$ cat config.mk
export PLATFORM = sky130hd
export DESIGN_NAME = mmtmr_top
export DESIGN_NICKNAME = d
export VERILOG_FILES = /design/src/logic/mmtmr_top.v
export VERILOG_INCLUDE_DIRS = /design/src /design/src/logic
export SDC_FILE = /design/constraint.sdc
export NUM_CORES = 1
export LEC_CHECK = 0
export ABC_AREA = 1
export BUFFER_PORTS_ARGS = -buffer_cell sky130_fd_sc_hd__buf_2
export CORE_MARGIN = 1
export CORE_UTILIZATION = 47
export CTS_CLUSTER_SIZE = 12
export DETAILED_ROUTE_END_ITERATION = 8
export SYNTH_ARGS = -nofsm -noshare
export SYNTH_HDL_FRONTEND = slang
export SYNTH_SLANG_ARGS = --single-unit
$ cat constraint.sdc
create_clock -name clock -period 3.3 [get_ports clock]
set_input_delay 0.165 -clock clock [delete_from_list [all_inputs] [get_ports clock]]
set_output_delay 0.165 -clock clock [all_outputs]
set_load 0.01 [all_outputs]
$ cat src/logic/mmtmr_regs.vh
`ifndef MMTMR_REGS_VH
`define MMTMR_REGS_VH

// ==========================================================
// Register map, byte addresses on the 8-bit AXI4-Lite address.
`define MMTMR_ADDR_W        8
`define MMTMR_START_ADDR    8'h00
`define MMTMR_IRQ_STAT_ADDR 8'h04
`define MMTMR_IRQ_MASK_ADDR 8'h08
// Channel i: mode at 8'h10 + 8*i, count at 8'h14 + 8*i.
`define MMTMR_CHAN_BASE     3'h2
`define MMTMR_CHAN_LAST     3'h7
`define MMTMR_NUM_CHAN      6

// ==========================================================
// Mode register fields.
`define MMTMR_MODE_LSB      0
`define MMTMR_EDGE_LSB      2
`define MMTMR_EVSRC_BIT     4
`define MMTMR_OVF_BIT       5
`define MMTMR_CLKSEL_LSB    6
`define MMTMR_MODE_RESET    8'h00

// Operating modes.
`define MMTMR_MODE_TIMER    2'h0
`define MMTMR_MODE_EVENT    2'h1
`define MMTMR_MODE_MEAS     2'h2

// Edge selection, shared by event counting and measurement.
`define MMTMR_EDGE_FALL     2'h0
`define MMTMR_EDGE_RISE     2'h1
`define MMTMR_EDGE_BOTH     2'h2

// Internal clock source selection.
`define MMTMR_CLK_DIV1      2'h0
`define MMTMR_CLK_DIV8      2'h1
`define MMTMR_CLK_DIV32     2'h2
`define MMTMR_CLK_SUB32     2'h3

// ==========================================================
// Prescaler terminal counts and count limits.
`define MMTMR_DIV8_LAST     3'h7
`define MMTMR_DIV32_LAST    5'h1F
`define MMTMR_CNT_MAX       16'hFFFF
`define MMTMR_CNT_RESET     16'h0000

// AXI responses.
`define MMTMR_RESP_OKAY     2'h0
`define MMTMR_RESP_SLVERR   2'h2

`endif

$ cat src/logic/mmtmr_top.v
// The AXI4-Lite register port and the address map were chosen for this implementation.
`timescale 1ns/10ps
`default_nettype none
`include "mmtmr_regs.vh"

module mmtmr_top (
	input  wire        clock,
	input  wire        nrst,
	input  wire [5:0]  channelEventInputPin,
	input  wire        subClock,
	input  wire [7:0]  s_axi_awaddr,
	input  wire        s_axi_awvalid,
	output reg         s_axi_awready,
	input  wire [31:0] s_axi_wdata,
	input  wire [3:0]  s_axi_wstrb,
	input  wire        s_axi_wvalid,
	output reg         s_axi_wready,
	output reg  [1:0]  s_axi_bresp,
	output reg         s_axi_bvalid,
	input  wire        s_axi_bready,
	input  wire [7:0]  s_axi_araddr,
	input  wire        s_axi_arvalid,
	output reg         s_axi_arready,
	output reg  [31:0] s_axi_rdata,
	output reg  [1:0]  s_axi_rresp,
	output reg         s_axi_rvalid,
	input  wire        s_axi_rready,
	output reg         irq
);

	// ======================================================
	// State.
	reg  [2:0]  div8_q;
	reg  [4:0]  div32_q;
	reg  [4:0]  subDiv_q;
	reg         subPrev_q;
	reg  [5:0]  pinPrev_q;
	reg  [15:0] cnt_q    [0:5];
	reg  [15:0] reload_q [0:5];
	reg  [7:0]  mode_q   [0:5];
	reg  [5:0]  start_q;
	reg  [5:0]  firstSeen_q;
	reg  [5:0]  ovfPulse_q;
	reg  [5:0]  irqStat_q;
	reg  [5:0]  irqMask_q;
	reg  [7:0]  awAddr_q;
	reg         awHeld_q;
	reg  [31:0] wData_q;
	reg  [3:0]  wStrb_q;
	reg         wHeld_q;
	integer     i;

	// ======================================================
	// Count sources and pin edges. Every source is a one-cycle
	// strobe on the system clock, not a derived clock, so the
	// whole block stays in one clock domain. The sub-clock is
	// sampled like any pin, so it must run well below half the
	// system clock or some of its rising edges are lost.
	wire tick1   = 1'b1;
	wire tick8   = (div8_q == `MMTMR_DIV8_LAST);
	wire tick32  = (div32_q == `MMTMR_DIV32_LAST);
	wire subRise = subClock & ~subPrev_q;
	wire tickS32 = subRise & (subDiv_q == `MMTMR_DIV32_LAST);
	// A pin level must stand for a full cycle to be seen at all.
	wire [5:0] pinRise = channelEventInputPin & ~pinPrev_q;
	wire [5:0] pinFall = ~channelEventInputPin & pinPrev_q;
	// A write is applied once both halves are held and the last
	// answer has been taken by the master.
	wire doWrite = awHeld_q & wHeld_q & ~s_axi_bvalid;

	// ======================================================
	// Helpers.

	// Channel slot of an address, valid when chanHit says so.
	function [2:0] chanOf;
		input [7:0] a;
		begin
			chanOf = a[5:3] - `MMTMR_CHAN_BASE;
		end
	endfunction

	function chanHit;
		input [7:0] a;
		begin
			chanHit = (a[7:6] == 2'h0) && (a[1:0] == 2'h0) &&
				(a[5:3] >= `MMTMR_CHAN_BASE);
		end
	endfunction

	function globalHit;
		input [7:0] a;
		begin
			globalHit = (a == `MMTMR_START_ADDR) ||
				(a == `MMTMR_IRQ_STAT_ADDR) ||
				(a == `MMTMR_IRQ_MASK_ADDR);
		end
	endfunction

	// Internal count source chosen by the clock select field.
	function srcTick;
		input [1:0] sel;
		input       t1;
		input       t8;
		input       t32;
		input       ts32;
		begin
			case (sel)
				`MMTMR_CLK_DIV1:  srcTick = t1;
				`MMTMR_CLK_DIV8:  srcTick = t8;
				`MMTMR_CLK_DIV32: srcTick = t32;
				default:          srcTick = ts32;
			endcase
		end
	endfunction

	// Effective pin edge for event counting and measurement.
	function edgeHit;
		input [1:0] sel;
		input       rise;
		input       fall;
		begin
			case (sel)
				`MMTMR_EDGE_FALL: edgeHit = fall;
				`MMTMR_EDGE_RISE: edgeHit = rise;
				default:          edgeHit = rise | fall;
			endcase
		end
	endfunction

	// ======================================================
	// Prescalers. Free running, so a channel started mid-way
	// may see its first divided tick early by up to one period.
	always @(posedge clock) begin
		if (!nrst) begin
			div8_q    <= 3'h0;
			div32_q   <= 5'h0;
			subDiv_q  <= 5'h0;
			subPrev_q <= 1'b0;
			pinPrev_q <= 6'h00;
		end else begin
			div8_q    <= div8_q + 3'h1;
			div32_q   <= div32_q + 5'h1;
			subPrev_q <= subClock;
			pinPrev_q <= channelEventInputPin;
			if (subRise) begin
				subDiv_q <= subDiv_q + 5'h1;
			end
		end
	end

	// ======================================================
	// AXI4-Lite handshake. Address and data are taken in either
	// order; one write and one read are in flight at most.
	always @(posedge clock) begin
		if (!nrst) begin
			s_axi_awready <= 1'b0;
			s_axi_wready  <= 1'b0;
			s_axi_bvalid  <= 1'b0;
			s_axi_bresp   <= `MMTMR_RESP_OKAY;
			s_axi_arready <= 1'b0;
			s_axi_rvalid  <= 1'b0;
			s_axi_rresp   <= `MMTMR_RESP_OKAY;
			s_axi_rdata   <= 32'h00000000;
			awAddr_q      <= 8'h00;
			awHeld_q      <= 1'b0;
			wData_q       <= 32'h00000000;
			wStrb_q       <= 4'h0;
			wHeld_q       <= 1'b0;
		end else begin
			s_axi_awready <= ~awHeld_q & ~s_axi_awready & ~s_axi_bvalid;
			s_axi_wready  <= ~wHeld_q & ~s_axi_wready & ~s_axi_bvalid;
			if (s_axi_awvalid && s_axi_awready) begin
				awAddr_q      <= s_axi_awaddr;
				awHeld_q      <= 1'b1;
				s_axi_awready <= 1'b0;
			end
			if (s_axi_wvalid && s_axi_wready) begin
				wData_q      <= s_axi_wdata;
				wStrb_q      <= s_axi_wstrb;
				wHeld_q      <= 1'b1;
				s_axi_wready <= 1'b0;
			end
			if (doWrite) begin
				awHeld_q     <= 1'b0;
				wHeld_q      <= 1'b0;
				s_axi_bvalid <= 1'b1;
				s_axi_bresp  <= (chanHit(awAddr_q) ||
					globalHit(awAddr_q)) ?
					`MMTMR_RESP_OKAY : `MMTMR_RESP_SLVERR;
			end else if (s_axi_bvalid && s_axi_bready) begin
				s_axi_bvalid <= 1'b0;
			end
			// Reads. The data come from the state at the edge that takes
			// the address, so one answer never mixes two updates.
			s_axi_arready <= ~s_axi_arready & ~s_axi_rvalid;
			if (s_axi_arvalid && s_axi_arready) begin
				s_axi_arready <= 1'b0;
				s_axi_rvalid  <= 1'b1;
				s_axi_rresp   <= `MMTMR_RESP_OKAY;
				s_axi_rdata   <= 32'h00000000;
				if (chanHit(s_axi_araddr)) begin
					if (!s_axi_araddr[2]) begin
						s_axi_rdata[7:0] <= mode_q[chanOf(s_axi_araddr)];
					end else if (mode_q[chanOf(s_axi_araddr)][1:0] ==
						`MMTMR_MODE_MEAS) begin
						s_axi_rdata[15:0] <=
							reload_q[chanOf(s_axi_araddr)];
					end else begin
						s_axi_rdata[15:0] <=
							cnt_q[chanOf(s_axi_araddr)];
					end
				end else if (s_axi_araddr == `MMTMR_START_ADDR) begin
					s_axi_rdata[5:0] <= start_q;
				end else if (s_axi_araddr == `MMTMR_IRQ_STAT_ADDR) begin
					s_axi_rdata[5:0] <= irqStat_q;
				end else if (s_axi_araddr == `MMTMR_IRQ_MASK_ADDR) begin
					s_axi_rdata[5:0] <= irqMask_q;
				end else begin
					s_axi_rresp <= `MMTMR_RESP_SLVERR;
				end
			end else if (s_axi_rvalid && s_axi_rready) begin
				s_axi_rvalid <= 1'b0;
			end
		end
	end

	// ======================================================
	// Channels, software register writes and interrupt status.
	// Hardware sets win over a write-one-to-clear in the same cycle
	// so that no event is lost.
	always @(posedge clock) begin : chanBlock
		reg       tick;
		reg       edgeSeen;
		reg [5:0] irqSet;
		reg [2:0] wc;
		reg       wrCnt;
		reg       wrMode;
		reg [15:0] wVal;
		tick     = 1'b0;
		edgeSeen = 1'b0;
		irqSet   = 6'h00;
		wc       = chanOf(awAddr_q);
		wrCnt    = 1'b0;
		wrMode   = 1'b0;
		wVal     = 16'h0000;
		if (!nrst) begin
			start_q     <= 6'h00;
			firstSeen_q <= 6'h00;
			ovfPulse_q  <= 6'h00;
			irqStat_q   <= 6'h00;
			irqMask_q   <= 6'h00;
			irq         <= 1'b0;
			for (i = 0; i < `MMTMR_NUM_CHAN; i = i + 1) begin
				cnt_q[i]    <= `MMTMR_CNT_RESET;
				reload_q[i] <= `MMTMR_CNT_RESET;
				mode_q[i]   <= `MMTMR_MODE_RESET;
			end
		end else begin
			// Each channel is handled in turn; the temporaries hold only
			// this channel's decisions, and its request bit is gathered
			// into irqSet for the status update below.
			for (i = 0; i < `MMTMR_NUM_CHAN; i = i + 1) begin
				wrCnt  = doWrite && chanHit(awAddr_q) && awAddr_q[2] &&
					(wc == i[2:0]);
				wrMode = doWrite && chanHit(awAddr_q) && !awAddr_q[2] &&
					(wc == i[2:0]) && wStrb_q[0];
				// Byte lanes merge into the 16-bit value.
				wVal[7:0]  = wStrb_q[0] ? wData_q[7:0] :
					reload_q[i][7:0];
				wVal[15:8] = wStrb_q[1] ? wData_q[15:8] :
					reload_q[i][15:8];
				ovfPulse_q[i] <= 1'b0;
				if (wrMode) begin
					// Overflow flag is not loaded from the data; a mode write clears it while the channel is started.
					mode_q[i][4:0] <= wData_q[4:0];
					mode_q[i][7:6] <= wData_q[7:6];
					if (start_q[i]) begin
						mode_q[i][`MMTMR_OVF_BIT] <= 1'b0;
					end
				end
				// Measurement counts up and latches on pin edges; the
				// other two modes share the down counter below.
				if (mode_q[i][1:0] == `MMTMR_MODE_MEAS) begin
					tick = srcTick(mode_q[i][7:6], tick1, tick8,
						tick32, tickS32);
					edgeSeen = edgeHit(mode_q[i][3:2], pinRise[i],
						pinFall[i]);
					if (!start_q[i]) begin
						firstSeen_q[i] <= 1'b0;
					end else if (edgeSeen) begin
						reload_q[i]    <= cnt_q[i];
						cnt_q[i]       <= `MMTMR_CNT_RESET;
						firstSeen_q[i] <= 1'b1;
						irqSet[i]      = firstSeen_q[i];
					end else if (tick) begin
						cnt_q[i] <= cnt_q[i] + 16'h0001;
						if (cnt_q[i] == `MMTMR_CNT_MAX) begin
							irqSet[i] = 1'b1;
							mode_q[i][`MMTMR_OVF_BIT] <= 1'b1;
						end
					end
					// Count writes are dropped here.
				end else begin
					if (mode_q[i][1:0] == `MMTMR_MODE_EVENT) begin
						if (mode_q[i][`MMTMR_EVSRC_BIT]) begin
							// Each link of a chain adds one cycle of
							// delay, so a full ring can never form a
							// combinational loop.
							tick = ovfPulse_q[(i + 5) % 6];
						end else begin
							tick = edgeHit(mode_q[i][3:2], pinRise[i],
								pinFall[i]);
						end
					end else begin
						tick = srcTick(mode_q[i][7:6], tick1, tick8,
							tick32, tickS32);
					end
					firstSeen_q[i] <= 1'b0;
					if (wrCnt) begin
						reload_q[i] <= wVal;
						if (!start_q[i]) begin
							cnt_q[i] <= wVal;
						end
					end
					if (start_q[i] && tick) begin
						if (cnt_q[i] == `MMTMR_CNT_RESET) begin
							// Reload after the zero count: n+1 ticks.
							cnt_q[i]      <= wrCnt ? wVal :
								reload_q[i];
							irqSet[i]     = 1'b1;
							ovfPulse_q[i] <= 1'b1;
						end else begin
							cnt_q[i] <= cnt_q[i] - 16'h0001;
						end
					end
				end
			end
			if (doWrite && wStrb_q[0]) begin
				if (awAddr_q == `MMTMR_START_ADDR) begin
					start_q <= wData_q[5:0];
				end
				if (awAddr_q == `MMTMR_IRQ_MASK_ADDR) begin
					irqMask_q <= wData_q[5:0];
				end
			end
			if (doWrite && wStrb_q[0] &&
				(awAddr_q == `MMTMR_IRQ_STAT_ADDR)) begin
				irqStat_q <= (irqStat_q & ~wData_q[5:0]) | irqSet;
			end else begin
				irqStat_q <= irqStat_q | irqSet;
			end
			irq <= |(irqStat_q & irqMask_q);
		end
	end

endmodule // mmtmr_top

`default_nettype wire

Yosys cells after proc, flatten, opt, wreduce, memory -nomap -nowiden:

Memories as Yosys holds them, arrays and structs flattened.
Index checks and enable logic that the tools add are counted.
W data, S select, Z words.

* input port bits: 66
* word-level logic and storage cells: 732
* memories: 3
* output and inout bits: 42
* register bits: 104
* bits in writable memories: 240

* equality and inequality tests: 49
* $add $sub $neg: 17
* reductions and logical operators: 82
* muxes and demuxes: 451
* bitwise gates (word level): 99
* $lt $le $gt $ge: 2

Memory list
* cnt_q: words 6, width 16, read ports 7, clocked after memory_dff 0, write ports 6, line mmtmr_top.v:38 `reg [15:0] cnt_q [0:5];`
* reload_q: words 6, width 16, read ports 7, clocked after memory_dff 0, write ports 6, line mmtmr_top.v:39 `reg [15:0] reload_q [0:5];`
* mode_q: words 6, width 8, read ports 7, clocked after memory_dff 0, write ports 6, line mmtmr_top.v:40 `reg [7:0] mode_q [0:5];`

Operators with widths (count)
* $mux W16: 49
* $mux W1: 353
* $mux W8: 14
* $add A16 B1 Y16 const B: 6
* $eq A16 B16 Y1 const B: 6
* $logic_not A16 Y1: 6
* $sub A16 B1 Y16 const B: 6
* $or A1 B1 Y1: 72
* $logic_and A1 B1 Y1: 38
* $eq A2 B1 Y1 const B: 18
* $logic_not A2 Y1: 16
* $mux W5: 6
* $mux W6: 5
* $eq A2 B2 Y1 const B: 13
* $and A6 B6 Y6: 4
* $mux W2: 11
* $not A6 Y6: 3
* $pmux W1 S3: 6
* $reduce_and A3 Y1: 6
* $eq A8 B3 Y1 const B: 2
* $eq A8 B4 Y1 const B: 2
* $logic_not A8 Y1: 2
* $or A6 B6 Y6: 2
* $pmux W1 S2: 6
* other kinds (18): 48

Logic depth before layout (Yosys ltp):

* depth in word-level cells: 16
* depth in mapped cells: 17
* depth with buffers taken out: 16

Worst setup path after synthesis:

Ideal clock, no wire load.

* path type: register to register
* from: reg awAddr_q[4]
* to: mem cnt_q[3][0], enable pin
* data arrival time: 2294 ps
* setup time: 396 ps
* slack: 610 ps
* buffers on the path: 0
* stages on the path, launching flop included: 7
* data required time: 2904 ps
* cells stage by stage: dfxtp_1 -> inv_1 -> ha_1 -> inv_1 -> nor3_1 -> nand4_2 -> o2111ai_1

RTL lines
* start, declared: line mmtmr_top.v:46 `reg [7:0] awAddr_q;`
* start signal, assigned: line mmtmr_top.v:173 `awAddr_q <= s_axi_awaddr;`
* end, declared: line mmtmr_top.v:38

==> impl_metrics.json <==
{
  "status": "completed",
  "grt_pass1_vias": 24200,
  "hold_path_class": "input port to flop",
  "period_share_pct": 92.2,
  "max-vdd-ir-drop_mv": 0.496,
  "tightest_slew_ns": 0.905,
  "finalPower_mw": 11.1,
  "yosysMostFrequentCell": "nand2_1",
  "grt_antenna_before_repair": 0,
  "synthTopCellsByCount": "824 x nand2_1, 412 x inv_1, 358 x nor2_1, 329 x nand3_1, 287 x a21oi_1",
  "hold_viol": 0,
  "synth_area_leaders": "edfxtp_1 29%, nand2_1 13%, dfxtp_1 8.4%, nand3_1 6.7%, inv_1 6.3%",
  "synth_cell_types": 51,
  "fin_skew_ns": 0.0229,
  "row_count": 83,
  "synth_warnings": 0,
  "max_freq_ghz": 0.329,
  "vias_per_cell": 6.03,
  "cts_made_buffers": 44,
  "yosys_most_used_dff": "edfxtp_1",
  "die_area_um2": 52900,
  "fillers": 5245,
  "vias": 26200,
  "path_class": "flop to flop",
  "cts_max_level": 2,
  "wire_per_inst_um": 23.1,
  "drcViolationCount": 0,
  "grt_max_degree": 117,
  "chipWidth_um": 230,
  "dp_hpwl_um": 75100,
  "antenna_left": 0,
  "drive_above_1_share_pct": 7.83,
  "power_density_nw_per_um2": 408,
  "start_util_pct": 47.6,
  "ys_seq_area_share_pct": 37.8,
  "nNetsFinal": 3728,
  "synth_cells": 3563,
  "synthDominantCellAreaShare_pct": 29.5,
  "cp-end-kind": "flop",
  "synth_seq_cells": 342,
  "first_pass_iters": 8,
  "clk_pin_slew_ns": 0.06,
  "routed_wl_um": 100000,
  "cp.required_ns": 3.66,
  "setup_viol": 0,
  "gp_congestion": 0.998,
  "cp.arrival_ns": 3.40,
  "io_pins": 108,
  "maxCapViolCount": 0,
  "core_um2": 51300,
  "drv_slew": 0,
  "portBuffers": 71,
  "drt_iter0_drc": 3206,
  "root_buffer": "clkbuf_16",
  "p_leak_nw": 11.8,
  "clkSinkCount": 342,
  "cp_max_fo": 11,
  "start_kind": "flop",
  "avgSynthCellArea_um2": 6.86,
  "cts_buffer_depth": 3,
  "synth-edff-count": 240,
  "syn_area_um2": 24400,
  "grt.total_usage_pct": 37.5,
  "rsz0062_at_grt": "false",
  "dieHeight_um": 230,
  "worstSkewPairLatency_ns": 0.60,
  "async_flop_share_pct": 0,
  "grt_first_pass_wirelength_um": 150000,
  "yosys.area.top_type": "edfxtp_1",
  "setup_tns_ns": 0,
  "slew-limit-headroom_pct": 39.5,
  "area_growth_pct": 11.6,
  "period_needed_ns": 3.04,
  "cts_tree": "built",
  "gr-total-overflow": 0
}
-- sequential cells by signal, summed over array words and instances, names as in the netlist, 8 cells and up --
name,flops
cnt_q,96
reload_q,96
mode_q,48
s_axi_rdata,16
wData_q,16
awAddr_q,8
-- layer usage --
layer  track usage (%)  wire length, um  up-vias
met5                 0                0        -
met2              58.8            44800     1508
met3              6.94            10400      248
li1                  -                -    12100
met4              18.5             5190        0
met1              49.5            40100    12300
-- final cells by class --
cell class,instances,area (um2),share of cell area [%]
clock inverters,15,155,0.569
clock buffers,66,1250,4.60
inverters,437,1640,6.02
repair buffers,188,1370,5.03
well taps,680,851,3.12
flip-flops and latches,342,9250,33.9
diodes,1,2.50,0.00917
multi-input cells,2616,12800,46.8
-- final timing paths --
kind / from / slack (ns) / cells past startpoint / endpoint
min: s_axi_wdata[0] / 0.03 / 3 / wData_q[0]
min reg2reg: div8_q[0] / 0.42 / 1 / div8_q[0]
max: subDiv_q[0] / 0.26 / 13 / cnt_q[2][5]
max reg2reg: subDiv_q[0] / 0.26 / 13 / cnt_q[2][5]
-- repair_timing --
item | CTS | global route
resized for setup | 0 | 2
hold buffers | 34 | 0
endpoints found under the hold margin | 36 | 0
setup endpoints to repair | 0 | 25
setup buffers | 0 | 0
-- cell usage in the layout, fill, tap and decap left out, types with 12 or more instances in the layout --
cell,instances
inv_2,14
nor2_2,18
buf_4,81
dlygate4sd3_1,34
clkinv_1,12
nand2_1,824
clkbuf_1,16
o22ai_1,73
nand3_1,329
a21oi_1,287
o21ai_0,283
clkbuf_16,45
o211ai_1,59
nand3b_1,16
a22oi_1,12
edfxtp_1,240
inv_1,412
dfxtp_1,102
conb_1,18
nor3_1,59
buf_2,69
nor2_1,357
or2_2,19
ha_1,33
nand4_1,91
xor2_1,64
-- per-stage QoR --
stage          area (um2)  instances  hold WS [ns]  setup WS (ns)  utilization, %
2_1_floorplan       24500       3580         0.258          0.610               -
3_3_place_gp        25500       4229         0.371          0.232            49.8
3_5_place_dp        25500       4229         0.376          0.206            49.8
4_1_cts             27300       4344       0.00510          0.189            53.2
5_1_grt             27300       4344        0.0172         0.0659            53.2
6_report            27300       4345        0.0306          0.258            53.2
-- power by group --
part	total (mW)	internal (mW)	switching, mW
Combinational	1.35	0.372	0.977
Sequential	4.90	4.73	0.171
Clock	4.87	2.86	2.01
Total	11.1	7.96	3.16
-- critical path, stage by stage, from the launching register on --
cell	delay [ns]
dfxtp_1	0.35
ha_1	0.20
inv_1	0.05
nor3_1	0.17
ha_1	0.18
nand2_1	0.35
o211ai_1	0.43
nand3_1	0.31
inv_1	0.20
nand2_1	0.21
inv_1	0.18
nand2_1	0.06
nand2_1	0.06
nor2_1	0.04
-- cells by family (layout without fill, tap and decap cells) --
family / after synthesis / after routing / share of synthesized area, %
AO/OA/AOI/OAI: 758 / 758 / 17.0
XOR/XNOR: 65 / 65 / 2.33
adder cells (fa/ha/maj): 33 / 33 / 1.69
buffers and inverters: 622 / 706 / 10.2
flip-flops: 342 / 342 / 37.8
multiplexers: 1 / 1 / 0.0410
other: 1 / 19 / 0.0153
AND/OR/NAND/NOR: 1741 / 1741 / 30.9
Note: power is estimated with default switching activity, not from simulation.
